<file path="config.mk">
export PLATFORM = sky130hd
export DESIGN_NAME = instr_exec
export DESIGN_NICKNAME = d
export VERILOG_FILES = /design/src/instr_exec_pkg.sv /design/src/instr_exec.sv
export SDC_FILE = /design/constraint.sdc
export NUM_CORES = 1
export LEC_CHECK = 0
export ABC_CLOCK_PERIOD_IN_PS = 2920
export BUFFER_PORTS_ARGS = -buffer_cell sky130_fd_sc_hd__buf_2
export CORE_ASPECT_RATIO = 2
export CORE_MARGIN = 10
export CORE_UTILIZATION = 44
export DETAILED_ROUTE_END_ITERATION = 10
export GPL_TIMING_DRIVEN = 0
export HOLD_SLACK_MARGIN = 0.08
export SYNTH_ARGS = -nofsm -noshare
export SYNTH_HDL_FRONTEND = slang
export SYNTH_SLANG_ARGS = --single-unit
</file>
<file path="constraint.sdc">
create_clock -name clock_i -period 2.92 [get_ports clock_i]
set_input_delay 0 -clock clock_i [delete_from_list [all_inputs] [get_ports clock_i]]
set_output_delay 0 -clock clock_i [all_outputs]
set_load 0.02 [all_outputs]
</file>
<file path="src/instr_exec_pkg.sv">
package instr_exec_pkg;
   // byte addresses on the register bus
   localparam logic [7:0] ADDR_INSTR = 8'h00;
   localparam logic [7:0] ADDR_ACC = 8'h04;
   localparam logic [7:0] ADDR_STATUS = 8'h08;
   localparam logic [7:0] ADDR_PC = 8'h0C;
   localparam logic [7:0] ADDR_STACK_TOP = 8'h10;
   localparam logic [7:0] ADDR_CONFIG = 8'h14;
   localparam logic [7:0] ADDR_EXEC = 8'h18;
   localparam logic [7:0] ADDR_FILE_BASE = 8'h80;
   // field positions
   localparam int ZERO_BIT = 2;
   localparam int PAGE_LO = 5;
   localparam int PAGE_HI = 6;
   // reset values
   localparam logic [7:0] ACC_RST = 8'h00;
   localparam logic [7:0] STATUS_RST = 8'h00;
   localparam logic [10:0] PC_RST = 11'h7FF;
   localparam logic [7:0] CONFIG_RST = 8'hFF;
   localparam logic [10:0] STACK_TOP_RST = 11'h000;
   localparam logic [7:0] FILE_RST = 8'h00;
   // cycle counts
   localparam logic [1:0] CYCLES_ONE = 2'h1;
   localparam logic [1:0] CYCLES_TWO = 2'h2;
   // opcode values, 12-bit instruction word
   localparam logic [11:0] OP_NOP = 12'h000;
   localparam logic [11:0] OP_CONFIG_LOAD = 12'h002;
   localparam logic [6:0] OP_STORE_ACC = 7'h01;
   localparam logic [5:0] OP_OR_REG = 6'h04;
   localparam logic [5:0] OP_COPY_REG = 6'h08;
   localparam logic [3:0] OP_RETURN_LIT = 4'h8;
   localparam logic [2:0] OP_JUMP_ABS = 3'h5;
   localparam logic [3:0] OP_LOAD_LIT = 4'hC;
   localparam logic [3:0] OP_OR_LIT = 4'hD;

   typedef enum logic [3:0] {
      K_NOP, K_CONFIG_LOAD, K_STORE_ACC, K_OR_REG, K_COPY_REG,
      K_RETURN_LIT, K_JUMP_ABS, K_LOAD_LIT, K_OR_LIT, K_ILLEGAL
   } instr_kind_t;

   typedef struct packed {
      logic [7:0] acc;
      logic [7:0] status;
      logic [10:0] pc;
   } core_state_t;
endpackage

</file>
<file path="src/instr_exec.sv">
`timescale 1ns/1ps
`default_nettype none
module instr_exec
   import instr_exec_pkg::*;
(
   input wire logic clock_i,
   input wire logic rstn_i,
   input wire logic ce_i,
   input wire logic [7:0] s_axi_awaddr_i,
   input wire logic s_axi_awvalid_i,
   output logic s_axi_awready_o,
   input wire logic [31:0] s_axi_wdata_i,
   input wire logic [3:0] s_axi_wstrb_i,
   input wire logic s_axi_wvalid_i,
   output logic s_axi_wready_o,
   output logic [1:0] s_axi_bresp_o,
   output logic s_axi_bvalid_o,
   input wire logic s_axi_bready_i,
   input wire logic [7:0] s_axi_araddr_i,
   input wire logic s_axi_arvalid_i,
   output logic s_axi_arready_o,
   output logic [31:0] s_axi_rdata_o,
   output logic [1:0] s_axi_rresp_o,
   output logic s_axi_rvalid_o,
   input wire logic s_axi_rready_i,
   output logic busy_o
);

   typedef enum logic [1:0] {ST_IDLE, ST_EXEC, ST_SECOND} exec_state_t;

   function automatic logic [7:0] merge8(input logic [7:0] old,
                                         input logic [31:0] d,
                                         input logic [3:0] strb);
      merge8 = strb[0] ? d[7:0] : old;
   endfunction

   function automatic logic [10:0] merge11(input logic [10:0] old,
                                           input logic [31:0] d,
                                           input logic [3:0] strb);
      merge11 = {strb[1] ? d[10:8] : old[10:8],
                 strb[0] ? d[7:0] : old[7:0]};
   endfunction

   function automatic logic is_file(input logic [7:0] a);
      is_file = a[7] && (a[1:0] == 2'h0);
   endfunction

   core_state_t core_reg;
   logic [7:0] rf_reg [32];
   logic [10:0] stack_top_reg;
   logic [7:0] config_reg;
   logic [11:0] instr_reg;
   logic [1:0] cycles_reg;
   logic illegal_reg;
   exec_state_t state_reg;
   logic awready_reg, wready_reg, bvalid_reg, arready_reg, rvalid_reg;
   logic [1:0] bresp_reg, rresp_reg;
   logic [31:0] rdata_reg;
   logic busy_reg;

   ////////////////////////////////////////////////////////////////////////
   // decode

   wire [4:0] f_addr = instr_reg[4:0];
   wire dest_file = instr_reg[5];
   wire [7:0] lit = instr_reg[7:0];
   wire [8:0] jump_k = instr_reg[8:0];
   wire [7:0] f_val = rf_reg[f_addr];
   wire [7:0] acc = core_reg.acc;

   instr_kind_t kind;
   assign kind =
      (instr_reg == OP_NOP) ? K_NOP :
      (instr_reg == OP_CONFIG_LOAD) ? K_CONFIG_LOAD :
      (instr_reg[11:5] == OP_STORE_ACC) ? K_STORE_ACC :
      (instr_reg[11:6] == OP_OR_REG) ? K_OR_REG :
      (instr_reg[11:6] == OP_COPY_REG) ? K_COPY_REG :
      (instr_reg[11:8] == OP_RETURN_LIT) ? K_RETURN_LIT :
      (instr_reg[11:9] == OP_JUMP_ABS) ? K_JUMP_ABS :
      (instr_reg[11:8] == OP_LOAD_LIT) ? K_LOAD_LIT :
      (instr_reg[11:8] == OP_OR_LIT) ? K_OR_LIT : K_ILLEGAL;

   wire two_cycle = (kind == K_JUMP_ABS) || (kind == K_RETURN_LIT);
   wire [7:0] or_lit_res = acc | lit;
   wire [7:0] or_reg_res = acc | f_val;
   wire [7:0] result = (kind == K_OR_LIT) ? or_lit_res :
                       (kind == K_OR_REG) ? or_reg_res : f_val;
   wire sets_zero = (kind == K_OR_LIT) || (kind == K_OR_REG) ||
                    (kind == K_COPY_REG);
   wire to_file = ((kind == K_OR_REG || kind == K_COPY_REG) && dest_file)
                  || (kind == K_STORE_ACC);
   wire to_acc = (kind == K_OR_LIT) || (kind == K_LOAD_LIT) ||
                 ((kind == K_OR_REG || kind == K_COPY_REG) && !dest_file) ||
                 (kind == K_RETURN_LIT);
   wire [7:0] acc_value = (kind == K_LOAD_LIT || kind == K_RETURN_LIT) ?
                          lit : result;
   wire [7:0] file_value = (kind == K_STORE_ACC) ? acc : result;

   // jump target: page bits from status sit above the operand
   wire [10:0] jump_pc =
      {core_reg.status[PAGE_HI:PAGE_LO], jump_k};
   wire [10:0] seq_pc = core_reg.pc + 11'h001;
   wire [10:0] next_pc = (kind == K_JUMP_ABS) ? jump_pc :
                         (kind == K_RETURN_LIT) ? stack_top_reg :
                         seq_pc;

   wire [7:0] status_exec = sets_zero ?
      {core_reg.status[7:ZERO_BIT+1], (result == 8'h00),
       core_reg.status[ZERO_BIT-1:0]} : core_reg.status;

   ////////////////////////////////////////////////////////////////////////
   // bus decode

   wire idle = (state_reg == ST_IDLE);
   wire wr_fire = awready_reg && s_axi_awvalid_i && wready_reg &&
                  s_axi_wvalid_i;
   wire wr_start = !awready_reg && !bvalid_reg && s_axi_awvalid_i &&
                   s_axi_wvalid_i && idle;
   wire rd_start = !arready_reg && !rvalid_reg && s_axi_arvalid_i;
   wire rd_fire = arready_reg && s_axi_arvalid_i;
   wire [7:0] wa = s_axi_awaddr_i;
   wire [7:0] ra = s_axi_araddr_i;
   wire wr_instr = wr_fire && (wa == ADDR_INSTR);
   wire wr_acc = wr_fire && (wa == ADDR_ACC);
   wire wr_status = wr_fire && (wa == ADDR_STATUS);
   wire wr_pc = wr_fire && (wa == ADDR_PC);
   wire wr_stack = wr_fire && (wa == ADDR_STACK_TOP);
   wire wr_file = wr_fire && is_file(wa);
   wire wr_ok = wr_instr || wr_acc || wr_status || wr_pc || wr_stack ||
                wr_file || (wa == ADDR_CONFIG) || (wa == ADDR_EXEC);

   logic [31:0] rd_mux;
   logic rd_ok;
   always_comb begin
      rd_ok = 1'b1;
      if (ra == ADDR_INSTR) begin
         rd_mux = {20'h00000, instr_reg};
      end else if (ra == ADDR_ACC) begin
         rd_mux = {24'h000000, core_reg.acc};
      end else if (ra == ADDR_STATUS) begin
         rd_mux = {24'h000000, core_reg.status};
      end else if (ra == ADDR_PC) begin
         rd_mux = {21'h000000, core_reg.pc};
      end else if (ra == ADDR_STACK_TOP) begin
         rd_mux = {21'h000000, stack_top_reg};
      end else if (ra == ADDR_CONFIG) begin
         rd_mux = {24'h000000, config_reg};
      end else if (ra == ADDR_EXEC) begin
         rd_mux = {28'h0000000, illegal_reg, cycles_reg, busy_reg};
      end else if (is_file(ra)) begin
         rd_mux = {24'h000000, rf_reg[ra[6:2]]};
      end else begin
         rd_mux = 32'h00000000;
         rd_ok = 1'b0;
      end
   end

   ////////////////////////////////////////////////////////////////////////
   // bus handshakes; writes are taken only while idle, so the
   // execution cycles never race a bus write on the same state

   always_ff @(posedge clock_i or negedge rstn_i) begin
      if (!rstn_i) begin
         awready_reg <= 1'b0;
         wready_reg <= 1'b0;
         bvalid_reg <= 1'b0;
         bresp_reg <= 2'h0;
      end else if (ce_i) begin
         awready_reg <= wr_start;
         wready_reg <= wr_start;
         if (wr_fire) begin
            bvalid_reg <= 1'b1;
            bresp_reg <= wr_ok ? 2'h0 : 2'h2;
         end else if (s_axi_bready_i) begin
            bvalid_reg <= 1'b0;
         end
      end
   end

   always_ff @(posedge clock_i or negedge rstn_i) begin
      if (!rstn_i) begin
         arready_reg <= 1'b0;
         rvalid_reg <= 1'b0;
         rdata_reg <= 32'h00000000;
         rresp_reg <= 2'h0;
      end else if (ce_i) begin
         arready_reg <= rd_start;
         if (rd_fire) begin
            rvalid_reg <= 1'b1;
            rdata_reg <= rd_mux;
            rresp_reg <= rd_ok ? 2'h0 : 2'h2;
         end else if (s_axi_rready_i) begin
            rvalid_reg <= 1'b0;
         end
      end
   end

   ////////////////////////////////////////////////////////////////////////
   // sequencing

   exec_state_t state_next;
   always_comb begin
      case (state_reg)
         ST_IDLE: state_next = wr_instr ? ST_EXEC : ST_IDLE;
         ST_EXEC: state_next =
            two_cycle ? ST_SECOND : ST_IDLE;
         ST_SECOND: state_next = ST_IDLE;
         default: state_next = ST_IDLE;
      endcase
   end

   wire exec_now = (state_reg == ST_EXEC);

   always_ff @(posedge clock_i or negedge rstn_i) begin
      if (!rstn_i) begin
         state_reg <= ST_IDLE;
         busy_reg <= 1'b0;
         instr_reg <= 12'h000;
         cycles_reg <= 2'h0;
         illegal_reg <= 1'b0;
      end else if (ce_i) begin
         state_reg <= state_next;
         busy_reg <= (state_next != ST_IDLE);
         if (wr_instr) begin
            // bit 11 rides on the same strobe as bits 10:8
            instr_reg <= {s_axi_wstrb_i[1] ? s_axi_wdata_i[11] :
                          instr_reg[11],
                          merge11(instr_reg[10:0], s_axi_wdata_i,
                                  s_axi_wstrb_i)};
         end
         if (exec_now) begin
            cycles_reg <= two_cycle ? CYCLES_TWO : CYCLES_ONE;
            illegal_reg <= (kind == K_ILLEGAL);
         end
      end
   end

   ////////////////////////////////////////////////////////////////////////
   // architectural state

   always_ff @(posedge clock_i or negedge rstn_i) begin
      if (!rstn_i) begin
         core_reg.acc <= ACC_RST;
         core_reg.status <= STATUS_RST;
         core_reg.pc <= PC_RST;
         stack_top_reg <= STACK_TOP_RST;
         config_reg <= CONFIG_RST;
      end else if (ce_i) begin
         if (exec_now) begin
            if (to_acc) begin
               core_reg.acc <= acc_value;
            end
            core_reg.status <= status_exec;
            core_reg.pc <= next_pc;
            if (kind == K_CONFIG_LOAD) begin
               config_reg <= acc;
            end
         end else begin
            if (wr_acc) begin
               core_reg.acc <= merge8(core_reg.acc, s_axi_wdata_i,
                                      s_axi_wstrb_i);
            end
            if (wr_status) begin
               core_reg.status <= merge8(core_reg.status, s_axi_wdata_i,
                                         s_axi_wstrb_i);
            end
            if (wr_pc) begin
               core_reg.pc <= merge11(core_reg.pc, s_axi_wdata_i,
                                      s_axi_wstrb_i);
            end
            if (wr_stack) begin
               stack_top_reg <= merge11(stack_top_reg, s_axi_wdata_i,
                                        s_axi_wstrb_i);
            end
         end
      end
   end

   always_ff @(posedge clock_i or negedge rstn_i) begin
      if (!rstn_i) begin
         for (int i = 0; i < 32; i++) begin
            rf_reg[i] <= FILE_RST;
         end
      end else if (ce_i) begin
         if (exec_now && to_file) begin
            rf_reg[f_addr] <= file_value;
         end else if (wr_file) begin
            rf_reg[wa[6:2]] <= merge8(rf_reg[wa[6:2]], s_axi_wdata_i,
                                      s_axi_wstrb_i);
         end
      end
   end

   assign s_axi_awready_o = awready_reg;
   assign s_axi_wready_o = wready_reg;
   assign s_axi_bvalid_o = bvalid_reg;
   assign s_axi_bresp_o = bresp_reg;
   assign s_axi_arready_o = arready_reg;
   assign s_axi_rvalid_o = rvalid_reg;
   assign s_axi_rdata_o = rdata_reg;
   assign s_axi_rresp_o = rresp_reg;
   assign busy_o = busy_reg;
endmodule // instr_exec
`default_nettype wire

</file>
==> metrics.txt <==
Iter 0 DRT Violations 3346; Synth async-reset ratio 100%; worst hold margin 130 ps; worst min-delay path class in2reg; Routed WL per cell 46.9 µm; Initial Utilization 44.5%; Synth area leaders dfrtp_1 (35%), mux4_2 (20%), o221ai_1 (9.9%), nand2_1 (7.1%), mux2i_1 (3.0%); Clock Sinks 338; vias in the first global route 24208; Slew HR -1.72%; first-pass iteration count of the detailed router 8; register share of total power 42.7%; Yosys top cell area share 35.2%; largest net degree at the start of global routing 103; DP Wirelength 101000 µm; PnR worst setup slack -257 ps; cts bufs inserted 37; Slew Viols, Final 10; Psw 3180 µW; PwrDens 365 nW/µm²; worst ir drop on vdd 0.544 mV; syn avg cell area 10.8 µm²; CP required 3370 ps; Setup Skew 43.2 ps; proportion of layout cells with a drive suffix above 1 47.3%; via count 24010; Clk pwr share 47.1%; Tot GR Track Use 45.8%; failing checks capacitance limit, slew limit, setup timing; status complete, but fails checks; CTS max path bufs 3; actual slew at the worst max-slew pin 1530 ps; Post-Syn Instances 2099; Pint 8030 µW; Synth cell types 85; sequential area share after synthesis 37.4%; vias per inst 7.85; initial antenna violation count 4; Final Critical Period 3180 ps; GP Congestion 1.08; max reg flops 256; RSZ-0062 raised after global routing true; first-pass GRT wire length 199000 µm; Cell Area, Synth 22700 µm²; Die Area 61600 µm²; Skew-Pair Late Insertion Delay 600 ps; pre-CTS WS -1520 ps; P&R area growth vs syn 35.3%; Row Count 117; combinational share of power 10.2%; top_reg_cell synth dfrtp_1; PortBufs 49; Routed Antenna Nets 0; Core ar. 50900 µm²; Max Fclk 315 MHz; clk root buf clkbuf_16; Crit Path Class reg2reg; Die H 341 µm; Final Hold Viols 0; DRT Wirelength 144000 µm; H-Tree Depth 2; gr ovfl total 0; CTS tree done; Worst EP arrival 3620 ps; maximum capacitance violations 1; static leakage 0.0118 µW; CP max FO 8; element type at the critical path start flip-flop; Fillers 4216; Worst setup EP type flip-flop; fin nets 2436; CTS clk-pin slew, worst paths 70 ps; YS warnings 0; Seq cells post-synth 338; DRC 0; Post-synth EDFFs 0; Setup violations, final 260; Die W 181 µm; Synth area leader dfrtp_1; Tcrit/Tclk final 109%; Net Sw Frac 28.4%; I/O Pins 102
critical path, cell delays in order, from the launching register on:
cell and delay [ps]:
dfrtp_1 400, buf_12 150, buf_6 110, buf_16 160, buf_16 190, mux2i_2 310
a2bb2oi_2 290, o2111ai_2 130, or4_4 480, o31ai_4 90, o21a_2 180, buf_12 170
buf_12 130, buf_8 120, o221ai_2 90
what timing repair did:
item	in CTS	in global routing
endpoints found under the hold margin	207	0
setup endpoints to repair	278	277
pin swaps	65	44
buffers inserted	81	54
gates resized for setup	647	164
cloned	24	2
hold buffers	31	0
power groups by stage:
stage,logic (µW),clock network (µW),registers [µW]
floorplan,483,0,4870
global placement,959,0,4870
detailed placement,981,0,4860
CTS,1080,5260,4780
global route,1180,5410,4780
finish,1150,5280,4780
Yosys cell counts (5+ instances only):
cell type / number
a211oi_1: 24
a21oi_1: 43
a21oi_2: 7
a221o_1: 5
a221oi_1: 9
a22o_1: 11
a22oi_1: 9
a31oi_1: 5
and2_1: 6
and3_1: 9
buf_1: 7
buf_2: 65
buf_4: 60
buf_6: 13
clkbuf_1: 55
dfrtp_1: 319
dfstp_2: 19
inv_1: 14
mux2_2: 53
mux2i_1: 67
mux4_2: 203
nand2_1: 428
nand2b_1: 7
nand3_1: 44
nand3b_1: 5
nand4_1: 10
nor2_1: 106
nor2_2: 5
nor2b_1: 13
nor3_1: 21
o21ai_0: 45
o21ai_1: 11
o221ai_1: 257
o22ai_1: 40
o31ai_1: 9
or3_1: 6
or3b_2: 5
xnor2_1: 7
logic make-up (layout without fill, tap and decap cells):
logic type,Yosys count,in the layout,synth area share (%)
and+or+nand+nor,695,695,13.3
AOI/OAI and AO/OA,515,515,17.7
DFF,338,338,37.4
muxes,324,324,25.8
buffers and inverters,215,499,5.34
xor gates and xnor gates,10,10,0.386
adders and majority gates,1,1,0.0551
other,1,24,0.0165
final timing paths:
check,startpoint,end,slack (ps),depth (start not counted)
min,s_axi_araddr_i[0],s_axi_rresp_o[1],130,5
max in group asynchronous,rstn_i,rf_reg[121],910,6
min in group asynchronous,rstn_i,s_axi_wready_o,530,4
max reg2reg,instr_reg[0],rf_reg[124],-260,14
max,instr_reg[0],rf_reg[124],-260,14
min reg2reg,s_axi_rdata_o[9],s_axi_rdata_o[9],490,2
metal layers:
layer / up-vias / track usage (%) / part of all wire [%]
li1: 8861 / - / -
met1: 11863 / 42.0 / 28
met4: 2 / 52.0 / 15
met3: 1030 / 16.1 / 11
met2: 2254 / 73.4 / 47
met5: - / 0.319 / 0.0049
cell usage in the layout, fill, tap and decap left out, types with 30 or more instances in the layout:
| master | instances |
|---|---|
| o221ai_2 | 211 |
| o21ai_0 | 40 |
| a21oi_1 | 42 |
| clkbuf_1 | 33 |
| buf_6 | 42 |
| dlygate4sd3_1 | 30 |
| clkbuf_16 | 39 |
| nor2_1 | 94 |
| mux2i_1 | 47 |
| mux2_2 | 53 |
| mux4_2 | 203 |
| o221ai_1 | 37 |
| dfrtp_1 | 318 |
| nand2_2 | 51 |
| nand2_1 | 355 |
| buf_4 | 120 |
| buf_8 | 34 |
| o22ai_1 | 35 |
| buf_2 | 74 |
| buf_12 | 39 |
cell type report:
| class | instances | area, µm² | share of cell area, % |
|---|---|---|---|
| clock buffers | 55 | 1140 | 3.70 |
| diodes | 2 | 5.00 | 0.0163 |
| clock inverters | 13 | 154 | 0.501 |
| repair buffers | 226 | 2570 | 8.37 |
| flip-flops and latches | 338 | 8480 | 27.6 |
| multi-input cells | 1567 | 15900 | 51.8 |
| inverters | 15 | 63.8 | 0.208 |
| well taps | 654 | 818 | 2.66 |
| plain buffers | 190 | 1580 | 5.15 |
through the flow:
stage          std cells  total power, µW  utilization [%]  TNS [ps]  instance area, µm²
6_report            3060            11200             60.3    -40430               30700
5_1_grt             3058            11400             60.3    -39960               30700
4_1_cts             3025            11100             58.6    -11770               29800
3_5_place_dp        2826             5850             47.0   -326190               23900
3_3_place_gp        2823             5820             46.8  -1960050               23800
2_1_floorplan       2120             5360                -         0               22800
No activity file was read; power rests on OpenSTA's default activity.
